$ cat config.mk
export PLATFORM = sky130hd
export DESIGN_NAME = auto_reload_timer_three
export DESIGN_NICKNAME = d
export VERILOG_FILES = /design/src/shared/timer3_pkg.sv /design/src/hdl/auto_reload_timer_three.sv /design/src/hdl/pin_sync.sv
export VERILOG_INCLUDE_DIRS = /design/src /design/src/shared
export SDC_FILE = /design/constraint.sdc
export NUM_CORES = 1
export LEC_CHECK = 0
export ABC_AREA = 1
export BUFFER_PORTS_ARGS = -buffer_cell sky130_fd_sc_hd__buf_2
export CAP_MARGIN = 20
export CORE_ASPECT_RATIO = 1.2
export CORE_MARGIN = 2
export CORE_UTILIZATION = 40
export CTS_CLUSTER_DIAMETER = 50
export DETAILED_ROUTE_END_ITERATION = 12
export SLEW_MARGIN = 30
export SYNTH_ARGS = -nofsm -noshare
export SYNTH_HDL_FRONTEND = slang
export SYNTH_SLANG_ARGS = --single-unit
$ cat constraint.sdc
create_clock -name mclk -period 1.9 [get_ports mclk]
set_input_delay 0.285 -clock mclk [delete_from_list [all_inputs] [get_ports mclk]]
set_output_delay 0.285 -clock mclk [all_outputs]
set_load 0.01 [all_outputs]
$ cat src/shared/timer3_params.svh
`ifndef TIMER3_PARAMS_SVH
`define TIMER3_PARAMS_SVH

// ----------------------------------------------------------------------
// Register addresses
// ----------------------------------------------------------------------
`define T3_ADDR_CTRL    8'h91
`define T3_ADDR_RLD_LO  8'h92
`define T3_ADDR_RLD_HI  8'h93
`define T3_ADDR_CNT_LO  8'h94
`define T3_ADDR_CNT_HI  8'h95

// ----------------------------------------------------------------------
// Reset values and fixed read values
// ----------------------------------------------------------------------
`define T3_RESET_BYTE   8'h00
`define T3_RESET_WORD   16'h0000
`define T3_READ_ZERO    8'h00
`define T3_UNUSED_BIT   1'b0

// ----------------------------------------------------------------------
// Prescaler divisions
// ----------------------------------------------------------------------
`define T3_SYS_DIV      12
`define T3_EXT_DIV      8

`endif

$ cat src/shared/timer3_pkg.sv
package timer3_pkg;

    // ------------------------------------------------------------------
    // Control register layout, bit 7 first
    // ------------------------------------------------------------------
    typedef struct packed {
        logic high_overflow_flag;
        logic low_overflow_flag;
        logic low_overflow_irq_enable;
        logic lfo_capture_enable;
        logic split_mode_select;
        logic run_control;
        logic unused;
        logic external_clock_select;
    } ctrl_s;

    // ------------------------------------------------------------------
    // Register bus request
    // ------------------------------------------------------------------
    typedef struct packed {
        logic [7:0] addr;
        logic       wr;
        logic       rd;
        logic [7:0] wdata;
    } sfr_req_s;

endpackage : timer3_pkg

$ cat src/hdl/auto_reload_timer_three.sv
// Functional notes
// The timer is one 16-bit counter when split mode is 0, two 8-bit counters when it is 1.
// In 16-bit mode a wrap from all ones loads the 16-bit reload value instead of zero.
// In 16-bit mode the high overflow flag is set when the full count wraps.
// With the timer interrupt enabled, every 16-bit overflow requests an interrupt.
// In 16-bit mode, with interrupts and low-byte enable set, low byte wraps also request one.
// The low overflow flag is set whenever the low byte wraps, in either mode.
// In split mode each byte reloads from its own reload byte on its own overflow.
// Run control gates the whole counter in 16-bit mode but only the high byte in split mode.
// Each byte counts on system clock if its select is 1, else on clock/12 or external/8; in 16-bit mode only the low byte's select is used.
// The external divided-by-eight source is synchronised to the system clock before use.
// In split mode high overflows request interrupts, and low ones too with low-byte enable.
// Overflow flags are never cleared by hardware; software writes them to zero.
// With capture enabled, a low-frequency oscillator rising edge copies the count to reload.
// Control bit 1 reads as zero and ignores writes.
// The low count register shows the low byte of the count in either mode.
// The high count register shows the high byte of the count in either mode.
// The interrupt request holds while enabled and a flag with its enable is set.
`timescale 1ns/100ps
`default_nettype none
`include "timer3_params.svh"

module auto_reload_timer_three
    import timer3_pkg::*;
#(
    parameter int SYS_DIV = `T3_SYS_DIV,
    parameter int EXT_DIV = `T3_EXT_DIV
) (
    input  wire logic       mclk,
    input  wire logic       resetn,
    input  wire logic [7:0] sfr_addr,
    input  wire logic       sfr_wr,
    input  wire logic       sfr_rd,
    input  wire logic [7:0] sfr_wdata,
    output logic      [7:0] sfr_rdata,
    input  wire logic       high_byte_clock_select,
    input  wire logic       low_byte_clock_select,
    input  wire logic       timer_irq_enable,
    input  wire logic       ext_osc_pin,
    input  wire logic       lfo_out_pin,
    output logic            irq_req
);

    localparam int SW = (SYS_DIV > 1) ? $clog2(SYS_DIV) : 1;
    localparam int EW = (EXT_DIV > 1) ? $clog2(EXT_DIV) : 1;

    // ------------------------------------------------------------------
    // Declarations
    // ------------------------------------------------------------------
    sfr_req_s       req;
    ctrl_s          ctrl_r;
    ctrl_s          ctrl_nxt;
    logic [15:0]    cnt_r;
    logic [15:0]    cnt_nxt;
    logic [7:0]     rld_lo_r;
    logic [7:0]     rld_lo_nxt;
    logic [7:0]     rld_hi_r;
    logic [7:0]     rld_hi_nxt;
    logic [SW-1:0]  pre_r;
    logic [SW-1:0]  pre_nxt;
    logic [EW-1:0]  ext_r;
    logic [EW-1:0]  ext_nxt;
    logic           cap_r;
    logic [7:0]     rdata_nxt;
    logic           irq_nxt;

    logic           ext_rise;
    logic           lfo_rise;

    logic           sys_tick;
    logic           ext_tick;
    logic [1:0]     byte_sel;
    logic [1:0]     byte_tick;

    logic           split;
    logic           run;
    logic [7:0]     lo;
    logic [7:0]     hi;
    logic           lo_step;
    logic           hi_step;
    logic           lo_wrap;
    logic           hi_wrap;
    logic           wide_wrap;
    logic [15:0]    wide_inc;
    logic [15:0]    wide_val;
    logic [7:0]     lo_val;
    logic [7:0]     hi_val;
    logic [15:0]    cnt_run;

    logic           wr_ctrl;
    logic           wr_rld_lo;
    logic           wr_rld_hi;
    logic           wr_cnt_lo;
    logic           wr_cnt_hi;
    logic           capture;
    logic           set_hi_flag;
    logic           set_lo_flag;
    ctrl_s          wr_ctrl_val;

    assign req = '{addr: sfr_addr, wr: sfr_wr, rd: sfr_rd,
                   wdata: sfr_wdata};

    // ------------------------------------------------------------------
    // Pin synchronisers
    // ------------------------------------------------------------------
    pin_sync u_ext_sync (
        .mclk   (mclk),
        .resetn (resetn),
        .pin_in (ext_osc_pin),
        .level  (),
        .rise   (ext_rise)
    );

    pin_sync u_lfo_sync (
        .mclk   (mclk),
        .resetn (resetn),
        .pin_in (lfo_out_pin),
        .level  (),
        .rise   (lfo_rise)
    );

    // ------------------------------------------------------------------
    // Count sources
    // ------------------------------------------------------------------
    // Divide-by-twelve prescaler runs free so both bytes share one phase
    assign sys_tick = (pre_r == SW'(SYS_DIV - 1));
    assign pre_nxt  = sys_tick ? '0 : pre_r + 1'b1;

    // External source is counted only after the synchroniser, so a
    // fast oscillator cannot be followed beyond a quarter of mclk
    assign ext_tick = ext_rise && (ext_r == EW'(EXT_DIV - 1));
    assign ext_nxt  = !ext_rise ? ext_r :
                      (ext_tick ? '0 : ext_r + 1'b1);

    assign byte_sel = {high_byte_clock_select, low_byte_clock_select};

    genvar gi;
    generate
        for (gi = 0; gi < 2; gi++) begin : g_src
            assign byte_tick[gi] = byte_sel[gi] ? 1'b1 :
                (ctrl_r.external_clock_select ? ext_tick
                                              : sys_tick);
        end
    endgenerate

    // ------------------------------------------------------------------
    // Counter
    // ------------------------------------------------------------------
    assign split = ctrl_r.split_mode_select;
    assign run   = ctrl_r.run_control;
    assign lo    = cnt_r[7:0];
    assign hi    = cnt_r[15:8];

    // Low byte ignores run control in split mode
    assign lo_step = byte_tick[0] && (split || run);
    assign hi_step = byte_tick[1] && run;

    assign wide_wrap = !split && lo_step && (cnt_r == '1);
    assign lo_wrap   = lo_step && (lo == '1);
    assign hi_wrap   = split ? (hi_step && (hi == '1))
                             : wide_wrap;

    assign wide_inc = cnt_r + 1'b1;
    assign wide_val = wide_wrap ? {rld_hi_r, rld_lo_r}
                                : wide_inc;
    assign lo_val   = lo_wrap ? rld_lo_r : lo + 1'b1;
    assign hi_val   = (hi_step && (hi == '1)) ? rld_hi_r
                                               : hi + 1'b1;

    assign cnt_run = !split ? (lo_step ? wide_val : cnt_r) :
                     {hi_step ? hi_val : hi,
                      lo_step ? lo_val : lo};

    // A software write to a count byte wins over that byte's step
    assign cnt_nxt = {wr_cnt_hi ? req.wdata : cnt_run[15:8],
                      wr_cnt_lo ? req.wdata : cnt_run[7:0]};

    // ------------------------------------------------------------------
    // Register writes
    // ------------------------------------------------------------------
    assign wr_ctrl   = req.wr && (req.addr == `T3_ADDR_CTRL);
    assign wr_rld_lo = req.wr && (req.addr == `T3_ADDR_RLD_LO);
    assign wr_rld_hi = req.wr && (req.addr == `T3_ADDR_RLD_HI);
    assign wr_cnt_lo = req.wr && (req.addr == `T3_ADDR_CNT_LO);
    assign wr_cnt_hi = req.wr && (req.addr == `T3_ADDR_CNT_HI);

    assign capture = lfo_rise && ctrl_r.lfo_capture_enable;

    // Capture takes the count before this edge's step and beats a write
    assign rld_lo_nxt = capture ? lo :
                        (wr_rld_lo ? req.wdata : rld_lo_r);
    assign rld_hi_nxt = capture ? hi :
                        (wr_rld_hi ? req.wdata : rld_hi_r);

    assign set_hi_flag = hi_wrap;
    assign set_lo_flag = lo_wrap;
    assign wr_ctrl_val = ctrl_s'(req.wdata);

    // Flags only ever set here; hardware set wins over a clearing write
    always_comb begin
        ctrl_nxt = wr_ctrl ? wr_ctrl_val : ctrl_r;
        ctrl_nxt.unused = `T3_UNUSED_BIT;
        ctrl_nxt.high_overflow_flag =
            ctrl_nxt.high_overflow_flag || set_hi_flag;
        ctrl_nxt.low_overflow_flag =
            ctrl_nxt.low_overflow_flag || set_lo_flag;
    end

    // ------------------------------------------------------------------
    // Read path
    // ------------------------------------------------------------------
    assign rdata_nxt =
        (req.addr == `T3_ADDR_CTRL)   ? 8'(ctrl_r)  :
        (req.addr == `T3_ADDR_RLD_LO) ? rld_lo_r    :
        (req.addr == `T3_ADDR_RLD_HI) ? rld_hi_r    :
        (req.addr == `T3_ADDR_CNT_LO) ? lo          :
        (req.addr == `T3_ADDR_CNT_HI) ? hi          :
                                        `T3_READ_ZERO;

    // ------------------------------------------------------------------
    // Interrupt request
    // ------------------------------------------------------------------
    // Level from the sticky flags, so it lasts until software clears;
    // capture has no flag of its own and gives a one-cycle request
    assign irq_nxt = timer_irq_enable &&
                     (ctrl_r.high_overflow_flag ||
                      (ctrl_r.low_overflow_flag &&
                       ctrl_r.low_overflow_irq_enable) ||
                      cap_r);

    // ------------------------------------------------------------------
    // State registers
    // ------------------------------------------------------------------
    always_ff @(posedge mclk or negedge resetn) begin
        if (!resetn) begin
            ctrl_r   <= ctrl_s'(`T3_RESET_BYTE);
            cnt_r    <= `T3_RESET_WORD;
            rld_lo_r <= `T3_RESET_BYTE;
            rld_hi_r <= `T3_RESET_BYTE;
            pre_r    <= '0;
            ext_r    <= '0;
            cap_r    <= 1'b0;
        end else begin
            ctrl_r   <= ctrl_nxt;
            cnt_r    <= cnt_nxt;
            rld_lo_r <= rld_lo_nxt;
            rld_hi_r <= rld_hi_nxt;
            pre_r    <= pre_nxt;
            ext_r    <= ext_nxt;
            cap_r    <= capture;
        end
    end

    always_ff @(posedge mclk or negedge resetn) begin
        if (!resetn) begin
            sfr_rdata <= `T3_READ_ZERO;
            irq_req   <= 1'b0;
        end else begin
            if (req.rd) begin
                sfr_rdata <= rdata_nxt;
            end
            irq_req <= irq_nxt;
        end
    end

endmodule : auto_reload_timer_three

`default_nettype wire

$ cat src/hdl/pin_sync.sv
`timescale 1ns/100ps
`default_nettype none

module pin_sync (
    input  wire logic mclk,
    input  wire logic resetn,
    input  wire logic pin_in,
    output logic      level,
    output logic      rise
);

    logic ff1_r;
    logic ff2_r;
    logic ff3_r;

    // ------------------------------------------------------------------
    // Three stages; level moves only once stages two and three agree
    // ------------------------------------------------------------------
    always_ff @(posedge mclk or negedge resetn) begin
        if (!resetn) begin
            ff1_r <= 1'b0;
            ff2_r <= 1'b0;
            ff3_r <= 1'b0;
            level <= 1'b0;
            rise  <= 1'b0;
        end else begin
            ff1_r <= pin_in;
            ff2_r <= ff1_r;
            ff3_r <= ff2_r;
            if (ff2_r == ff3_r) begin
                level <= ff3_r;
            end
            rise <= (ff2_r == ff3_r) && ff3_r && !level;
        end
    end

endmodule : pin_sync

`default_nettype wire

# Word level (Yosys, flattened, before mapping)
# Index checks and enable logic that the tools add are counted.
# W data, S select, Z words.
dict set report op_classes {
  n_addsub 5
  eq_ne 13
  mux 25
  n_reduce_logical 32
}
# op n
set op_table {}
lappend op_table {{$mux W8} 16}
lappend op_table {{$eq A8 B8 Y1 const B} 7}
lappend op_table {{$mux W16} 3}
lappend op_table {{$logic_and A1 B1 Y1} 19}
lappend op_table {{$add A16 B1 Y16 const B} 1}
lappend op_table {{$add A8 B1 Y8 const B} 2}
lappend op_table {{$eq A16 B16 Y1 const B} 1}
lappend op_table {{$reduce_bool A2 Y1} 3}
lappend op_table {{$logic_or A1 B1 Y1} 5}
lappend op_table {{$add A4 B1 Y4 const B} 1}
lappend op_table {{$eq A4 B4 Y1 const B} 1}
lappend op_table {{$mux W1} 4}
lappend op_table {{$mux W4} 1}
lappend op_table {{$add A3 B1 Y3 const B} 1}
lappend op_table {{$eq A3 B3 Y1 const B} 1}
lappend op_table {{$logic_not A1 Y1} 3}
lappend op_table {{$mux W3} 1}
lappend op_table {{$ne A3 B1 Y1 const B} 1}
lappend op_table {{$reduce_bool A3 Y1} 1}
lappend op_table {{$eq A1 B1 Y1} 2}
lappend op_table {{$reduce_and A2 Y1} 1}
dict set report word_totals {
  register_bits 66
  out_inout_bits 9
  word_cells 101
}

# Depth between registers and ports, before layout
# Gate-level depths: netlist (run 1).
dict set report depth {
  word_depth 11
  depth_mapped 12
  mapped_depth_nobuf 12
}

# By module
# From an unflattened synthesis (run 1), not the netlist that was laid out.
dict set report hier_totals {
  cells_unflattened 564
  area_unflattened_um2 4036.4
}
# module instances cells_per_inst area_each_um2
set by_module_without_submodules {}
lappend by_module_without_submodules {auto_reload_timer_three 1 540 3716.1}
lappend by_module_without_submodules {pin_sync 2 12 160.2}

# Worst setup path after synthesis (run 1)
# Ideal clock, no wire load.
dict set report synth_path {
  path_type {flip-flop to flip-flop}
  from {register ext_r[0]}
  to {register cnt_r[10]}
  setup_time_ps 116
  arrival_ps 1695
  t_required_ps 1784
  setup_slack_ps 88
  path_stages_with_launch 12
  n_path_buf 1
  path_cell_list {dfrtp_1 -> ha_1 -> ha_1 -> nand3_1 -> nand3_1 -> nand3_1 -> nand2_1 -> nor2_1 -> buf_2 -> a21oi_1 -> nand2_1 -> nand2_1}
}
dict set report synth_between {
  elab_chain_cells 11
  word_cells_on_any_way 19
}
# element line
set synth_lines {}
lappend synth_lines {{start: declaration} auto_reload_timer_three.sv:61} ;# logic [EW-1:0] ext_r;
lappend synth_lines {{start signal: assignment} auto_reload_timer_three.sv:249} ;# ext_r <= ext_nxt;
lappend synth_lines {{$eq A3 B3 Y1 (*)} auto_reload_timer_three.sv:131} ;# assign ext_tick = ext_rise && (ext_r == EW'(EXT_DIV - 1));
lappend synth_lines {{$logic_and A1 B1 Y1 (*)} auto_reload_timer_three.sv:131}
lappend synth_lines {{$mux W1 (*)} auto_reload_timer_three.sv:141} ;# (ctrl_r.external_clock_select ? ext_tick
lappend synth_lines {{$mux W1} auto_reload_timer_three.sv:140} ;# assign byte_tick[gi] = byte_sel[gi] ? 1'b1 :
lappend synth_lines {{$logic_and A1 B1 Y1} auto_reload_timer_three.sv:155} ;# assign lo_step = byte_tick[0] && (split || run);
lappend synth_lines {{$logic_and A1 B1 Y1 (2 in a row)} auto_reload_timer_three.sv:158} ;# assign wide_wrap = !split && lo_step && (cnt_r == '1);
lappend synth_lines {{$mux W16} auto_reload_timer_three.sv:164} ;# assign wide_val = wide_wrap ? {rld_hi_r, rld_lo_r}
lappend synth_lines {{$mux W16 (2 in a row)} auto_reload_timer_three.sv:170} ;# assign cnt_run = !split ? (lo_step ? wide_val : cnt_r) :
lappend synth_lines {{$mux W8} auto_reload_timer_three.sv:175} ;# assign cnt_nxt = {wr_cnt_hi ? req.wdata : cnt_run[15:8],
lappend synth_lines {{end signal: assignment} auto_reload_timer_three.sv:237} ;# cnt_r <= `T3_RESET_WORD;
lappend synth_lines {{end signal: assignment} auto_reload_timer_three.sv:245} ;# cnt_r <= cnt_nxt;
lappend synth_lines {{end: declaration} auto_reload_timer_three.sv:53} ;# logic [15:0] cnt_r;
# Mark *: on every way between the ends. The rest lies on a longest branch, timed or not. The select of a mux whose other input is x is not followed.
# A chain may end at the register's enable or synchronous reset.

# Final worst setup path (run 1)
dict set report layout_path {
  from {register ext_r[0]}
  to {register cnt_r[9]}
}
# The elaborated chain is that of the path after synthesis.

==> reports/summary.txt, run 1 <==
Tcrit/Tclk final -> 0.968
Fin Setup TNS -> 0 ns
Detailed Route Iter0 Violations -> 307
FF+latch count, synth -> 66
Mapped Avg Cell Area -> 7.58 sq um
Initial core utilization -> 0.408
Syn_nets -> 542
Post-synthesis cell area -> 3870 sq um
Most frequent cell after synthesis -> nand2_1
Clk sinks -> 66
Gate Count Post-Synth -> 510
Status -> finished with violations
FP Rows -> 39
Nets -> 614
Int Pwr -> 3010 uW
Post-Route WL -> 13000 um
Core ar. -> 9470 sq um
CP startpoint kind -> register
Final hold slack -> -0.0254 ns
# diodes -> 0
Worst EP arrival -> 2.07 ns
Setup Skew -> 0.00662 ns
Cts hold-fix bufs -> 0
Psw -> 1360 uW
Synth cell count leaders -> nand2_1, inv_1, dfrtp_1
Ys async rst share -> 1.00
Switch share -> 0.311
# Max-Cap Violations -> 0
Relative slew slack -> 0.573
Cell area after layout -> 4830 sq um
Hold Violations, Final -> 21
Total die area -> 10500 sq um
Number of synthesized flops with an enable pin -> 0
Post-synthesis sequential area ratio -> 0.427
Worst Path Required -> 2.14 ns
# DRC -> 0
Flop pwr share -> 0.417
Slew @ Worst Pin -> 0.640 ns
CTS tree -> built
DR WL/cell -> 18.3 um
GRT overflow -> 0
Max rail drop VDD -> 0.417 mV
Io pins -> 34
Routed Antenna Nets -> 0
DPL Wire Length -> 9510 um
Worst-path clk slew -> 0.06 ns
Die Height -> 112 um
Final min period -> 1.84 ns
Leakage -> 0.00238 uW
Die W -> 93.7 um
Yosys warns -> 0
Worst Setup End Kind -> register
Fraction of layout cells with a size suffix above 1 -> 0.218
Vias -> 3775
Htree depth -> 3
Initial antenna violation count -> 0
Synth unique cells -> 36
Worst Path Max Fanout -> 6
CTS Buffer Depth -> 2
Global-route wire length before repair -> 19900 um
P per Cell Area -> 903 nW/um^2
DR pass1 iterations -> 8
Total power -> 4370 uW
Clock group share of total power -> 0.385
P&R area growth vs syn -> 25.0%
Largest net degree at the start of global routing -> 67
Input/output buffers -> 33
Final Max Tran Viols -> 0
Total GRT Usage -> 0.254
Final setup vio count -> 0
Synth top area cells -> dfrtp_1, nand2_1, inv_1, nor2_1, nand3_1
Synth top area share -> 0.427
WS Path Type -> reg2reg
Ys flop type -> dfrtp_1
Root buffer cell -> clkbuf_16
Vias per cell -> 5.32
Min-delay worst type -> in2async
Via count of the first global-routing pass -> 3703
Comb pwr share -> 0.198
Placed Area -> 4400 sq um
Leading area contributor after synthesis -> dfrtp_1
Clk_lat worst skew -> 0.34 ns
F_max -> 544 MHz
Failing checks -> hold timing
Gp weighted congestion -> 0.972
CTS buffer count -> 9
placed cells by master, fill, tap and decap left out, types with 2 or more instances in the layout:
cell type | netlist | final
o22ai_1 | 13 | 13
nor3_4 | 2 | 2
nor3_1 | 2 | 2
nand4_1 | 5 | 5
o211ai_1 | 9 | 9
a21oi_2 | 1 | 3
xnor2_1 | 2 | 2
nand3_1 | 32 | 27
ha_2 | 0 | 3
or2_2 | 2 | 2
nand3_2 | 3 | 4
nor2_1 | 44 | 41
nor2_4 | 3 | 5
nand3_4 | 0 | 4
o21bai_1 | 4 | 4
a22oi_1 | 14 | 14
xor2_1 | 14 | 14
a31oi_1 | 6 | 6
a21oi_1 | 26 | 25
dfrtp_1 | 66 | 66
mux2_2 | 2 | 2
buf_2 | 3 | 33
nand2_1 | 134 | 131
inv_2 | 6 | 7
nor2_2 | 1 | 2
buf_4 | 1 | 34
o21ai_1 | 3 | 2
nand2_2 | 3 | 6
o21ai_0 | 24 | 24
ha_1 | 7 | 4
clkbuf_16 | 0 | 9
clkinv_2 | 0 | 3
inv_1 | 68 | 67
power groups by stage:
stage          clock network [uW]  registers [uW]  logic [uW]
6_report                     1680            1820         866
5_1_grt                      1760            1850         973
4_1_cts                      1700            1810         832
3_5_place_dp                    0            1830         828
3_3_place_gp                    0            1830         817
2_1_floorplan                   0            1790         500
per-layer routing:
layer  vias to the layer above  wire length (um)  track usage
met5                         -                 0            0
met2                       107              6300        0.405
met4                         0               521        0.134
li1                       1824                 -            -
met1                      1811              5650        0.330
met3                        33               494       0.0413
state kept, by name, summed over array words and instances (netlist names), 3 cells and up:
register / cells
cnt_r: 16
sfr_rdata: 8
ext_r: 3
rld_lo_r: 8
rld_hi_r: 8
pre_r: 4
ctrl_r: 5
cell families (layout without fill, tap and decap cells):
| family | Yosys count | after routing | synth area share |
|---|---|---|---|
| AOI/OAI and AO/OA | 102 | 103 | 0.160 |
| muxes | 2 | 2 | 0.00582 |
| and+or+nand+nor | 233 | 233 | 0.264 |
| xor gates and xnor gates | 16 | 16 | 0.0362 |
| DFF | 66 | 66 | 0.427 |
| buffers and inverters | 84 | 160 | 0.0835 |
| adders and majority gates | 7 | 7 | 0.0227 |
critical path: stages, from the launching register on:
cell and delay (ns):
dfrtp_1 0.39, ha_1 0.21, ha_2 0.20, nand3_4 0.11
nand3_4 0.14, nand3_2 0.11, nand2_2 0.08, nor2_4 0.16
buf_4 0.17, a21oi_1 0.05, nand2_1 0.07, nand2_1 0.04
worst paths after layout:
path	startpoint	end	slack (ns)	depth (start not counted)
min in group mclk	lfo_out_pin	u_lfo_sync.ff1_r	0.05	1
max reg2reg	ext_r[0]	cnt_r[9]	0.06	11
max	ext_r[0]	cnt_r[9]	0.06	11
min	resetn	u_ext_sync.rise	-0.03	2
min reg2reg	u_lfo_sync.ff1_r	u_lfo_sync.ff2_r	0.35	0
max in group asynchronous	resetn	sfr_rdata[5]	1.63	2
per-stage QoR:
step	std cells	worst slack [ns]	util
finish	710	0.0614	0.511
global route	710	-0.0324	0.511
CTS	706	0.0190	0.497
detailed placement	690	-0.0714	0.465
global placement	690	0.0209	0.465
floorplan	510	0.0883	-
timing repair:
action                                  4_1_cts  5_1_grt
pin swaps                                     0        7
resized for setup                             1       25
endpoints found under the setup margin       13       16
setup buffers                                 0        2
gates cloned                                  0        2
final cells by class:
cell class                 count  area, sq um
fill                         967         4630
multi-input combinational    361         2000
sequential                    66         1650
timing repair buffer          69          452
inverter                      75          285
clock buffer                  11          243
tap                          123          154
clock inverter                 5         53.8
No activity file was read; power rests on OpenSTA's default activity.
==> run 2: changes to the inputs <==
Settings changed: ABC_AREA 1 to 0.
==> run 2 against run 1 <==
The flow finishes with violations (setup timing). Global-route usage fell by 2.2 points. Die area rose by 1.2%. Hold slack gained 0.083 ns. Wire length down 12%. Fmax shrank 4.3%. Area after synthesis up 1.2%. Sequential share of layout area fell by 0.37 points. Clock-buffer cell count up 2. Worst setup slack got worse by 0.084 ns. Largest power group unchanged. Highest routed layer unchanged.
==> reports/summary.txt, run 2 <==
Switch share -> 0.317 (was 0.311)
Worst Path Required -> 2.17 ns (was 2.14 ns)
Worst Setup Slack, final -> -0.0221 ns (was 0.0614 ns)
Clk sinks -> 66 (unchanged)
Vias -> 3494 (was 3775)
DPL Wire Length -> 8380 um (was 9510 um)
Initial core utilization -> 0.411 (was 0.408)
Top Layer Used -> met4 (unchanged)
Root buffer cell -> clkbuf_16 (unchanged)
Worst-path clk slew -> 0.05 ns (was 0.06 ns)
Detailed Route Iter0 Violations -> 200 (was 307)
Inst Count DP -> 589 (was 690)
Int Pwr -> 3210 uW (was 3010 uW)
Htree depth -> 3 (unchanged)
Setup Skew -> 0.00561 ns (was 0.00662 ns)
DR pass1 iterations -> 6 (was 8)
Most frequent cell after synthesis -> dfrtp_1 (was nand2_1)
Leakage -> 0.00215 uW (was 0.00238 uW)
Synth cell count leaders -> dfrtp_1, nand2_1, o21ai_0 (was nand2_1, inv_1, dfrtp_1)
Mapped Avg Cell Area -> 9.57 sq um (was 7.58 sq um)
FF-to-FF Start -> ext_r[0] (unchanged)
Fraction of layout cells with a size suffix above 1 -> 0.283 (was 0.218)
Relative slew slack -> 0.679 (was 0.573)
Clock group share of total power -> 0.329 (was 0.385)
Initial antenna violation count -> 0 (unchanged)
Finished Layout Cells -> 607 (was 710)
Failing checks -> setup timing (was hold timing)
Worst Hold End -> u_ext_sync.ff1_r
Setup slack, reg-to-reg -> -0.02 ns (was 0.06 ns)
Final Max Tran Viols -> 0 (unchanged)
Crit path cell chain -> ha_2 -> ha_4 -> and3_4 -> buf_6 -> o31ai_4 -> or4_1 -> a31oi_1 -> a21o_1 (was ha_1 -> ha_2 -> nand3_4 -> nand3_4 -> nand3_2 -> nand2_2 -> nor2_4 -> buf_4 -> a21oi_1 -> nand2_1 -> nand2_1)
Vias per cell -> 5.76 (was 5.32)
FP Rows -> 39 (unchanged)
# DRC -> 0 (unchanged)
Gate Count Post-Synth -> 409 (was 510)
Met3 Routed Length -> 486 um (was 494 um)
Slew @ Worst Pin -> 0.479 ns (was 0.640 ns)
Worst Setup End Kind -> register (unchanged)
Min-delay worst type -> in2reg (was in2async)
Input/output buffers -> 33 (unchanged)
P per Cell Area -> 961 nW/um^2 (was 903 nW/um^2)
P&R area growth vs syn -> 24.9% (was 25.0%)
Comb pwr share -> 0.262 (was 0.198)
Max incr delay on CP -> 0.54 ns (was 0.39 ns)
Worst Setup SP -> ext_r[0] (unchanged)
FF+latch count, synth -> 66 (unchanged)
Number of flip-flops in the largest register -> 16 (unchanged)
Worst Path Max Fanout -> 7 (was 6)
CTS tree -> built (unchanged)
Routed Antenna Nets -> 0 (unchanged)
Max rail drop VDD -> 0.476 mV (was 0.417 mV)
Worst EP arrival -> 2.19 ns (was 2.07 ns)
GRT overflow -> 0 (unchanged)
Reg2Reg Depth -> 8 (was 11)
Hold path start -> ext_osc_pin
Post-Route WL -> 11500 um (was 13000 um)
Ys flop type -> dfrtp_1 (unchanged)
Crit path max-delay cell type -> or4_1 (was dfrtp_1)
CTS buffer count -> 9 (unchanged)
DR WL/cell -> 18.9 um (was 18.3 um)
Met2 wire len -> 5660 um (was 6300 um)
Synth top area share -> 0.422 (was 0.427)
Nets -> 512 (was 614)
Total die area -> 10600 sq um (was 10500 sq um)
Met1 Wirelength -> 4930 um (was 5650 um)
Synth unique cells -> 58 (was 36)
Number of synthesized flops with an enable pin -> 0 (unchanged)
Die Height -> 112 um (about the same)
Io pins -> 34 (unchanged)
Worst r2r dst -> cnt_r[8] (was cnt_r[9])
Via count of the first global-routing pass -> 3546 (was 3703)
Status -> finished with violations (unchanged)
Final min period -> 1.92 ns (was 1.84 ns)
Psw -> 1490 uW (was 1360 uW)
Most common cell after layout, fill and taps aside -> dfrtp_1 (was nand2_1)
F_max -> 520 MHz (was 544 MHz)
Flop pwr share -> 0.409 (was 0.417)
Final hold slack -> 0.0577 ns (was -0.0254 ns)
Global-route wire length before repair -> 18700 um (was 19900 um)
WS Path Type -> reg2reg (unchanged)
# diodes -> 0 (unchanged)
# Max-Cap Violations -> 0 (unchanged)
Clk_lat worst skew -> 0.33 ns (was 0.34 ns)
RSZ-0062 raised after global routing -> yes
Min-Delay Path Depth -> 1
Most frequent cells in the layout -> dfrtp_1, buf_4, nand2_1 (was nand2_1, inv_1, dfrtp_1)
Die W -> 94.3 um (was 93.7 um)
Post-synthesis cell area -> 3910 sq um (was 3870 sq um)
Reg with most FFs -> cnt_r (unchanged)
Largest net degree at the start of global routing -> 67 (unchanged)
Total GRT Usage -> 0.232 (was 0.254)
Yosys warns -> 0 (unchanged)
Hold Violations, Final -> 0 (was 21)
Synth top area cells -> dfrtp_1, mux2i_1, nand2_1, o21ai_0, mux2_2 (was dfrtp_1, nand2_1, inv_1, nor2_1, nand3_1)
CP startpoint kind -> register (unchanged)
Final setup vio count -> 1 (was 0)
CTS Buffer Depth -> 2 (unchanged)
Leading area contributor after synthesis -> dfrtp_1 (unchanged)
Syn_nets -> 441 (was 542)
Gp weighted congestion -> 0.961 (was 0.972)
Post-synthesis sequential area ratio -> 0.422 (was 0.427)
Tcrit/Tclk final -> 1.01 (was 0.968)
Core ar. -> 9520 sq um (was 9470 sq um)
Ys async rst share -> 1.00 (unchanged)
==> run 2: through the flow <==
stage / TNS, ns / instance area (sq um) / setup WS [ns] / util / power, uW
floorplan: 0 / 3940 / 0.00470 / - / 2570
global placement: -0.372 / 4490 / -0.0747 / 0.472 / 3080
detailed placement: -1.43 / 4490 / -0.231 / 0.472 / 3110
CTS: 0 / 4820 / 0.00321 / 0.507 / 4690
global route: -0.515 / 4890 / -0.0744 / 0.514 / 4950
finish: -0.0221 / 4890 / -0.0221 / 0.514 / 4700
==> run 2: how the worst max path moves through the flow <==
stage                 to  slack [ns]  cells past startpoint
2_1_floorplan  cnt_r[11]       0.005                      8
3_3_place_gp    cnt_r[9]       -0.07                      8
3_5_place_dp   cnt_r[15]       -0.23                      8
4_1_cts        cnt_r[14]       0.003                      8
5_1_grt        cnt_r[10]       -0.07                      9
6_report        cnt_r[8]       -0.02                      8
==> run 2: kinds of logic (layout without fill, tap and decap cells) <==
group,Yosys count,in the layout,synth area share
xor gates and xnor gates,10,10,0.0224
muxes,35,35,0.0924
AOI/OAI and AO/OA,114,114,0.195
buffers and inverters,37,112,0.0486
DFF,66,66,0.422
and+or+nand+nor,140,140,0.197
adders and majority gates,7,7,0.0224
==> run 2: metal layers <==
| layer | track usage | vias to the layer above |
|---|---|---|
| met2 | 0.376 | 116 |
| met4 | 0.121 | 0 |
| li1 | - | 1662 |
| met5 | 0 | - |
| met3 | 0.0342 | 31 |
| met1 | 0.300 | 1685 |
==> run 2: power groups by stage <==
stage	Combinational, uW	Sequential (uW)	Clock [uW]
floorplan	732	1840	0
global placement	1160	1920	0
detailed placement	1180	1930	0
CTS	1210	1910	1570
global route	1360	1950	1640
finish	1230	1920	1550
==> run 2: worst max-delay path: cells and delay by family, from the launching register on <==
kind,cells,cell delay [ns]
buf+inv,1,0.12
fa+ha+maj,2,0.31
simple gates,2,0.72
flops,1,0.35
compound gates,3,0.36
==> run 2: cell type report <==
class,instances,area (sq um)
repair buffers,88,612
clock inverters,2,12.5
fillers,876,4630
inverters,9,33.8
well taps,123,154
clock buffers,13,260
multi-input cells,306,2160
flip-flops and latches,66,1650
==> run 2: repair_timing <==
action,in CTS,in global routing
setup buffers,2,0
hold buffers,1,0
pin swaps,6,9
setup endpoints to repair,13,15
endpoints found under the hold margin,50,0
resized for setup,7,15
